===== config.mk =====
export PLATFORM = sky130hd
export DESIGN_NAME = acs_sequencer
export DESIGN_NICKNAME = d
export VERILOG_FILES = /design/src/logic/acs_pkg.sv /design/src/logic/acs_sequencer.sv
export VERILOG_INCLUDE_DIRS = /design/src /design/src/logic
export SDC_FILE = /design/constraint.sdc
export NUM_CORES = 1
export LEC_CHECK = 0
export ABC_AREA = 1
export BUFFER_PORTS_ARGS = -buffer_cell sky130_fd_sc_hd__buf_2
export CAP_MARGIN = 20
export CORE_MARGIN = 3
export CORE_UTILIZATION = 40
export DETAILED_ROUTE_END_ITERATION = 10
export GPL_TIMING_DRIVEN = 0
export PLACE_DENSITY = 0.57
export RECOVER_POWER = 100
export SYNTH_ARGS = -nofsm -noshare
export SYNTH_HDL_FRONTEND = slang
export SYNTH_SLANG_ARGS = --single-unit
export TNS_END_PERCENT = 100

===== constraint.sdc =====
create_clock -name REF_CLK -period 2.5 [get_ports REF_CLK]
set_input_delay 0.5 -clock REF_CLK [delete_from_list [all_inputs] [get_ports REF_CLK]]
set_output_delay 0.5 -clock REF_CLK [all_outputs]
set_load 0.03 [all_outputs]

===== src/logic/acs_cfg.svh =====
/*
 * Register offsets, field positions, codes and timing constants of the
 * ADC calibration sequencer.
 * Assumes inclusion by bare name from the package; the design module uses its macros without including it.
 */
`ifndef ACS_CFG_SVH
`define ACS_CFG_SVH

// Register offsets on the plain register port
`define ACS_OFS_CHSEL      4'h0
`define ACS_OFS_CALCTL     4'h1
`define ACS_OFS_ACQ        4'h2
`define ACS_OFS_CLKDIV     4'h3
`define ACS_OFS_IRQ_STAT   4'h4
`define ACS_OFS_IRQ_CLR    4'h5
`define ACS_OFS_IRQ_EN     4'h6
`define ACS_OFS_CALSTAT    4'h7

// Channel select codes
`define ACS_CS_EXT_CH0     4'h0
`define ACS_CS_EXT_CH1     4'h1
`define ACS_CS_INT_ANALOG_GROUND    4'hb
`define ACS_CS_INT_VREF    4'hc

// Calibration control fields and start codes
`define ACS_CTL_BUSY_BIT   7
`define ACS_CTL_GAIN_BIT   1
`define ACS_CTL_START_OFS  8'h25
`define ACS_CTL_START_GAIN 8'h27
`define ACS_CTL_CMD_MASK   8'h7f

// Cycle timing
`define ACS_BITS_PER_CAL   8'h0e
`define ACS_SAR_CLKS       8'h10
`define ACS_AVG_CAL        8'h1f

// Reset values
`define ACS_RST_CHSEL      4'h0
`define ACS_RST_ACQ        8'h04
`define ACS_RST_CLKDIV     8'h1f
`define ACS_RST_IRQ_EN     2'h0

// Sticky event positions
`define ACS_EV_DONE        0
`define ACS_EV_REJECT      1

`endif


===== src/logic/acs_pkg.sv =====
/*
 * Types of the ADC calibration sequencer.
 * Assumes acs_cfg.svh is on the include path.
 */
`include "acs_cfg.svh"

package acs_pkg;

   // Sequencer states
   typedef enum logic [1:0] {
      ACS_IDLE   = 2'b00,
      ACS_SAMPLE = 2'b01,
      ACS_FINISH = 2'b10
   } acs_state_t;

   // Calibration kind
   typedef enum logic [1:0] {
      ACS_KIND_DEV_OFS = 2'b00,
      ACS_KIND_DEV_GAIN = 2'b01,
      ACS_KIND_SYS_OFS = 2'b10,
      ACS_KIND_SYS_GAIN = 2'b11
   } acs_kind_t;

endpackage : acs_pkg


===== src/logic/acs_sequencer.sv =====
/*
 * ADC calibration sequencer: registers, converter clock divider,
 * calibration cycle timer, busy flag, input routing and interrupt.
 * Assumes a single 40 MHz clock, synchronous active-high reset, and a
 * register master that never issues read and write in one cycle.
 * Software keeps 16 plus the acquisition count below 256; a larger sum
 * wraps the conversion length and shortens the cycle.
 */
`timescale 1ns/10ps
`default_nettype none

// Overview of operation
// - Channel select 0CH routes the internal reference for device gain.
// - Channel select 00H routes input channel 0 for system offset.
// - Writing 25H to calibration control starts a 31-average offset cal.
// - Channel select 01H routes input channel 1 for system gain.
// - Writing 27H to calibration control starts a 31-average gain cal.
// - A cycle lasts 14 x converter clock x averages x (16 + acquisition).
// - Busy at bit 7 rises at cycle start and clears only at its end.
// - Channel select 1011 routes internal analog ground for offset.
module acs_sequencer
   import acs_pkg::*;
(
   // Clock and reset
   input  wire logic       REF_CLK,
   input  wire logic       SRST,
   // Register port
   input  wire logic [3:0] ADDR,
   input  wire logic [7:0] WDATA,
   input  wire logic       WR,
   input  wire logic       RD,
   output var  logic [7:0] RDATA,
   // Converter side
   output var  logic [3:0] MUX_SEL,
   output var  logic       CAL_ACTIVE,
   output var  logic       CAL_GAIN,
   output var  logic       CONV_CLK_EN,
   // Interrupt
   output var  logic       IRQ
);

   // Configuration and sequencing state
   acs_state_t  state_r;
   logic [3:0]  chsel_r;
   logic [7:0]  acq_r;
   logic [7:0]  clkdiv_r;
   logic [7:0]  div_cnt_r;
   logic        conv_tick;
   logic [7:0]  bitclk_r;     // converter clocks within one conversion
   logic [4:0]  avg_r;        // samples done for the current bit
   logic [3:0]  bit_r;        // result bits done
   logic        gain_r;
   logic        busy_r;
   logic [1:0]  irq_stat_r;
   logic [1:0]  irq_en_r;
   logic        ev_done;
   logic        ev_reject;
   logic        wr_ctl;
   logic        start_ok;
   logic [7:0]  conv_len;
   acs_kind_t   kind_r;
   // Sequencer decode
   acs_state_t  state_nxt;
   logic        sampling;
   logic        conv_last;    // last converter clock of a conversion
   logic        avg_last;     // last average of a result bit
   logic        bit_last;     // last result bit of the cycle
   logic        cycle_last;
   logic        wr_clr;

   // Legal calibration input for the requested kind
   function automatic logic input_ok(input logic [3:0] cs,
                                     input logic       gain);
      if (gain)
         input_ok = (cs == `ACS_CS_INT_VREF)
                  || (cs == `ACS_CS_EXT_CH1);
      else
         input_ok = (cs == `ACS_CS_INT_ANALOG_GROUND)
                  || (cs == `ACS_CS_EXT_CH0);
   endfunction : input_ok

   // External inputs carry system calibration, internal ones device
   function automatic acs_kind_t kind_of(input logic [3:0] cs,
                                         input logic       gain);
      kind_of = acs_kind_t'({cs[3] == 1'b0, gain});
   endfunction : kind_of

   // Strobe aimed at one register offset
   function automatic logic hit(input logic       strobe,
                                input logic [3:0] addr,
                                input logic [3:0] ofs);
      hit = strobe && (addr == ofs);
   endfunction : hit

   // Register strobes decoded once
   assign wr_ctl   = hit(WR, ADDR, `ACS_OFS_CALCTL);
   assign wr_clr   = hit(WR, ADDR, `ACS_OFS_IRQ_CLR);
   // Start taken only when idle, with a known code and a matching input
   assign start_ok = wr_ctl && !busy_r
                   && ((WDATA == `ACS_CTL_START_OFS)
                       || (WDATA == `ACS_CTL_START_GAIN))
                   && input_ok(chsel_r, WDATA[`ACS_CTL_GAIN_BIT]);
   // A refused command with any of bits 6:0 set is flagged so a lost start is visible
   assign ev_reject = wr_ctl && !start_ok
                    && ((WDATA & `ACS_CTL_CMD_MASK) != 8'h00);
   // Sixteen SAR clocks plus the programmed acquisition
   assign conv_len  = 8'(`ACS_SAR_CLKS + acq_r);

   // Conversion setup; frozen while busy so a running cycle keeps its
   // input and timing even if software writes in mid-cycle
   always_ff @(posedge REF_CLK) begin
      if (SRST) begin
         chsel_r  <= `ACS_RST_CHSEL;
         acq_r    <= `ACS_RST_ACQ;
         clkdiv_r <= `ACS_RST_CLKDIV;
      end else if (WR && !busy_r) begin
         case (ADDR)
            `ACS_OFS_CHSEL:  chsel_r <= WDATA[3:0];
            `ACS_OFS_ACQ:    acq_r <= WDATA;
            `ACS_OFS_CLKDIV: clkdiv_r <= WDATA;
            default: ;
         endcase
      end
   end

   // Interrupt enable, writable at any time
   always_ff @(posedge REF_CLK) begin
      if (SRST)
         irq_en_r <= `ACS_RST_IRQ_EN;
      else if (hit(WR, ADDR, `ACS_OFS_IRQ_EN))
         irq_en_r <= WDATA[1:0];
   end

   // Converter clock enable divider, free running; a tick every
   // divisor + 1 reference clocks. A smaller divisor written mid-count
   // takes effect at once, since the compare is greater-or-equal
   always_ff @(posedge REF_CLK) begin
      if (SRST)
         div_cnt_r <= 8'h00;
      else if (div_cnt_r >= clkdiv_r)
         div_cnt_r <= 8'h00;
      else
         div_cnt_r <= div_cnt_r + 8'h01;
   end
   assign conv_tick = (div_cnt_r >= clkdiv_r);

   // Boundaries of a conversion, of a bit's averages and of the cycle
   assign sampling   = (state_r == ACS_SAMPLE);
   assign conv_last  = !(bitclk_r + 8'h01 < conv_len);
   assign avg_last   = !(avg_r + 5'h01 < 5'(`ACS_AVG_CAL));
   assign bit_last   = !(bit_r + 4'h1 < 4'(`ACS_BITS_PER_CAL));
   assign cycle_last = sampling && conv_tick && conv_last && avg_last
                       && bit_last;

   // Next state: idle until a start is taken, sample until the last
   // tick of the last conversion, then one finish cycle
   always_comb begin
      state_nxt = state_r;
      case (state_r)
         ACS_IDLE: begin
            if (start_ok)
               state_nxt = ACS_SAMPLE;
         end
         ACS_SAMPLE: begin
            if (cycle_last)
               state_nxt = ACS_FINISH;
         end
         ACS_FINISH: begin
            state_nxt = ACS_IDLE;
         end
         default: begin
            state_nxt = ACS_IDLE;
         end
      endcase
   end

   // Sequencer state register
   always_ff @(posedge REF_CLK) begin
      if (SRST)
         state_r <= ACS_IDLE;
      else
         state_r <= state_nxt;
   end

   // Converter clocks within one conversion: 16 plus acquisition
   always_ff @(posedge REF_CLK) begin
      if (SRST || start_ok)
         bitclk_r <= 8'h00;
      else if (sampling && conv_tick) begin
         if (conv_last)
            bitclk_r <= 8'h00;
         else
            bitclk_r <= bitclk_r + 8'h01;
      end
   end

   // Samples averaged for the current result bit
   always_ff @(posedge REF_CLK) begin
      if (SRST || start_ok)
         avg_r <= 5'h00;
      else if (sampling && conv_tick && conv_last) begin
         if (avg_last)
            avg_r <= 5'h00;
         else
            avg_r <= avg_r + 5'h01;
      end
   end

   // Result bits done; holds its count until the next start
   always_ff @(posedge REF_CLK) begin
      if (SRST || start_ok)
         bit_r <= 4'h0;
      else if (sampling && conv_tick && conv_last && avg_last
               && !bit_last)
         bit_r <= bit_r + 4'h1;
   end

   // Busy spans the whole cycle, not each conversion inside it
   always_ff @(posedge REF_CLK) begin
      if (SRST)
         busy_r <= 1'b0;
      else if (start_ok)
         busy_r <= 1'b1;
      else if (state_r == ACS_FINISH)
         busy_r <= 1'b0;
   end

   // Kind of the accepted request, kept for outputs and readback
   always_ff @(posedge REF_CLK) begin
      if (SRST) begin
         gain_r <= 1'b0;
         kind_r <= ACS_KIND_DEV_OFS;
      end else if (start_ok) begin
         gain_r <= WDATA[`ACS_CTL_GAIN_BIT];
         kind_r <= kind_of(chsel_r, WDATA[`ACS_CTL_GAIN_BIT]);
      end
   end

   // Done event marks the single finish cycle
   assign ev_done = (state_r == ACS_FINISH);

   // Sticky events; a new event beats a clear in the same cycle
   always_ff @(posedge REF_CLK) begin
      if (SRST)
         irq_stat_r <= 2'h0;
      else begin
         for (int i = 0; i < 2; i++) begin
            if ((i == `ACS_EV_DONE && ev_done)
                || (i == `ACS_EV_REJECT && ev_reject))
               irq_stat_r[i] <= 1'b1;
            else if (wr_clr && WDATA[i])
               irq_stat_r[i] <= 1'b0;
         end
      end
   end

   // Read data, valid only in the cycle after the strobe
   always_ff @(posedge REF_CLK) begin
      if (SRST)
         RDATA <= 8'h00;
      else if (RD) begin
         case (ADDR)
            `ACS_OFS_CHSEL:    RDATA <= {4'h0, chsel_r};
            // Busy polled here by software
            `ACS_OFS_CALCTL:   RDATA <= {busy_r, 5'h00, gain_r, 1'b0};
            `ACS_OFS_ACQ:      RDATA <= acq_r;
            `ACS_OFS_CLKDIV:   RDATA <= clkdiv_r;
            `ACS_OFS_IRQ_STAT: RDATA <= {6'h00, irq_stat_r};
            `ACS_OFS_IRQ_EN:   RDATA <= {6'h00, irq_en_r};
            // Status: busy, state and calibration kind
            `ACS_OFS_CALSTAT:  RDATA <= {busy_r, 1'b0, state_r,
                                         2'h0, kind_r};
            default:           RDATA <= 8'h00;
         endcase
      end else
         RDATA <= 8'h00;
   end

   // Converter side outputs, all registered; the mux copy trails the
   // select register by one cycle, hidden because the select is frozen
   always_ff @(posedge REF_CLK) begin
      if (SRST) begin
         MUX_SEL     <= 4'h0;
         CAL_ACTIVE  <= 1'b0;
         CAL_GAIN    <= 1'b0;
         CONV_CLK_EN <= 1'b0;
      end else begin
         MUX_SEL     <= chsel_r;
         CAL_ACTIVE  <= busy_r;
         CAL_GAIN    <= gain_r;
         CONV_CLK_EN <= conv_tick && sampling;
      end
   end

   // Level interrupt, high while an enabled sticky event is pending
   always_ff @(posedge REF_CLK) begin
      if (SRST)
         IRQ <= 1'b0;
      else
         IRQ <= |(irq_stat_r & irq_en_r);
   end

endmodule : acs_sequencer

`default_nettype wire


==> out/metrics.yaml <==
status: "finished, final reports clean"
drive_gt1_share_pct: 9.234
hold_path_end: "clkdiv_r[3]"
drt-pass1-iter-count: 4
avgSynthCellArea_um2: 7.388
clock-sinks: 70
leakagePower_nw: 1.727
synthAdderAreaFrac_pct: 7.348
fp.coreArea_um2: 8258
nets: 540
grt_pass1_vias: 2961
clock_path_buffers: 2
track_usage_pct: 17.69
ys.warnings.count: 0
final_util_pct: 47.20
routabilityCongestion: 0.8044
yosys_register_bits: 70
antenna_found_initial: 0
max-cap-violations: 0
die_w_um: 98.28
synth_commonest_cells: "90 x nand2_1, 70 x dfxtp_1, 69 x inv_1"
r2r_setup_slack_ns: 0.16
clkLatencyLatePin_ns: 0.35
synth_nets: 497
dieArea_um2: 9658
totalWireLength_mm: 8.186
via_per_inst: 4.980
ir_drop_mv: 0.2689
worst_pin_slew_ns: 0.6006
worst_r2r_endpoint: "avg_r[1]"
hold_start: "WDATA[3]"
dr_total_vias: 3058
rr_worst_depth: 14
powerDensity_nw_per_um2: 584.2
hp-class: "in -> reg"
syn_area_um2: 3406
htree_num_levels: 3
start_util_pct: 41.24
synth_top_family_by_area: "simple AND/OR/NAND/NOR gates"
syn_inst: 461
numCtsBuffers: 9
nFillCells: 864
synth_area_leaders: "dfxtp_1 41%, nand2_1 9.9%, inv_1 7.6%"
end_kind: "register"
cts_tree: "done"
synthToLayoutAreaGrowth_pct: 14.44
synth_compound_area_share_pct: 14.36
crit_fanout: 5
synth_seq_area_share_pct: 41.15
drt_iter0_markers: 98
diodes: 0
yosysMostFrequentCell: "nand2_1"
synthFlopType: "dfxtp_1"
cp.arrival_ns: 2.59
synth-edff-count: 0
fmax_ghz: 0.4276
synth_top_area_share_pct: 41.15
grt_max_degree: 12
skew_ns: 0.008583
top_level_ports: 32
synthMuxAreaShare_pct: 0
period_share_pct: 93.54
grt_pass1_wl_mm: 13.70
min_period_ns: 2.339
drv_slew: 0
synth.largest_area_cell: "dfxtp_1"
dp.cells: 597
place.port_buffers: 31
final_cells: 614
synthDistinctLibCells: 33
dpl.hpwl_mm: 6.245
hold_violations: 0
num_rows: 33
synth-xor-area-share_pct: 3.564
rr_startpoint: "bitclk_r[0]"
worstPathRequired_ns: 2.75
synthSimpleGateAreaFrac_pct: 24.54
post_drt_wl_per_cell_um: 13.33
cts_root_buf: "clkbuf_8"
critPathKind: "reg -> reg"
grt_overflow_total: 0
critPathLaunchType: "register"
cp-startpoint: "bitclk_r[0]"
die_h_um: 98.28
drt.antenna.violating_nets: 0
max_slew_margin_pct: 59.81
clk_pin_slew_ns: 0.08
async_flop_share_pct: 0
rsz0062_at_grt: "yes"
setup_viol_count_final: 0
hold-path-cell-count: 3
drcViolationCount: 0
power by group:
part | switching, mW | internal, mW
clock network | 0.431 | 0.587
registers | 0.0120 | 1.13
logic | 0.0832 | 0.0361
total | 0.526 | 1.75
registers in the layout (all words and copies together), names as in the netlist:
name and cells:
bitclk_r 8, RDATA 8, chsel_r 4, clkdiv_r 8, busy_r 1, MUX_SEL 4
CAL_GAIN 1, div_cnt_r 8, bit_r 4, irq_stat_r 2, kind_r 2, acq_r 8
CAL_ACTIVE 1, CONV_CLK_EN 1, avg_r 5, IRQ 1, state_r 2, irq_en_r 2
worst max-delay path, stage by stage (launching register included):
cell and delay [ns]:
dfxtp_4 0.37, ha_2 0.20, nand3_2 0.09, nand3b_1 0.18, xnor2_1 0.21, ha_1 0.26, nand2_1 0.09, inv_1 0.05
o21ai_1 0.10, nand2_1 0.07, a21oi_1 0.15, nor2_2 0.10, buf_2 0.16, o21ai_0 0.14, nor2_1 0.06
stage by stage:
step | area, µm² | setup slack (ns) | TNS (ns) | hold slack (ns) | power [mW]
global placement | 3692 | 0.04341 | 0 | 0.4633 | 1.288
CTS | 3908 | 0.002923 | 0 | 0.3734 | 2.312
detailed placement | 3692 | 0.04148 | 0 | 0.4675 | 1.289
global route | 3897 | -0.04128 | -0.07237 | 0.4175 | 2.366
floorplan | 3406 | 0.3259 | 0 | 0.4390 | 1.238
finish | 3897 | 0.1614 | 0 | 0.3924 | 2.277
layout make-up:
type / instances / area (µm²) / area share [%]
clock buffer: 12 / 145.1 / 3.724
inverter: 71 / 266.5 / 6.838
multi-input combinational: 312 / 1699 / 43.60
timing repair buffer: 32 / 136.4 / 3.499
sequential: 70 / 1408 / 36.12
tap: 105 / 131.4 / 3.371
clock inverter: 4 / 70.07 / 1.798
buffer: 8 / 41.29 / 1.059
how the worst max path moves through the flow:
stage | end | slack [ns] | depth (start not counted)
after floorplan | avg_r[1] | 0.33 | 14
after global placement | bitclk_r[6] | 0.04 | 12
after detailed placement | bitclk_r[6] | 0.04 | 12
after CTS | bitclk_r[6] | 0.003 | 12
after global routing | avg_r[1] | -0.04 | 14
final | avg_r[1] | 0.16 | 14
placed cells by master (no fill, tap or decap), types with 2 or more instances in the layout:
master | synthesis | final
nand2_1 | 90 | 91
inv_1 | 69 | 69
dfxtp_1 | 70 | 67
a21oi_1 | 49 | 49
nor2_1 | 43 | 43
o21ai_0 | 29 | 28
clkbuf_1 | 5 | 27
nand3_1 | 25 | 24
ha_1 | 20 | 19
buf_2 | 0 | 13
clkbuf_8 | 0 | 10
nand4_1 | 9 | 9
xor2_1 | 6 | 6
xnor2_1 | 6 | 5
nor2_2 | 3 | 4
nor3_1 | 3 | 4
o22ai_1 | 4 | 4
o221ai_1 | 4 | 4
or2_2 | 3 | 3
nand3_2 | 1 | 2
nand3b_1 | 2 | 2
xnor2_2 | 1 | 2
o21ai_1 | 1 | 2
nor4_1 | 2 | 2
nor3b_1 | 2 | 2
dfxtp_2 | 0 | 2
bufinv_16 | 0 | 2
clkinv_2 | 0 | 2
layer usage:
| layer | wire, µm | share of wire [%] | track usage [%] |
|---|---|---|---|
| met5 | 0 | 0 | 0 |
| met2 | 3725 | 46 | 28.48 |
| met1 | 3910 | 48 | 23.06 |
| met3 | 370 | 4.5 | 3.286 |
| met4 | 180 | 2.2 | 8.088 |
what timing repair did:
item | in CTS | in global routing
hold buffers | 0 | 0
gates resized for setup | 0 | 12
setup endpoints to repair | 0 | 17
buffers inserted | 0 | 0
kinds of logic after synthesis:
group                    count (synthesis)
flip-flops                              70
AO/OA/AOI/OAI                           91
AND/OR/NAND/NOR                        188
XOR/XNOR                                13
buffers and inverters                   79
adder cells (fa/ha/maj)                 20
(Power assumes the default switching activity.)
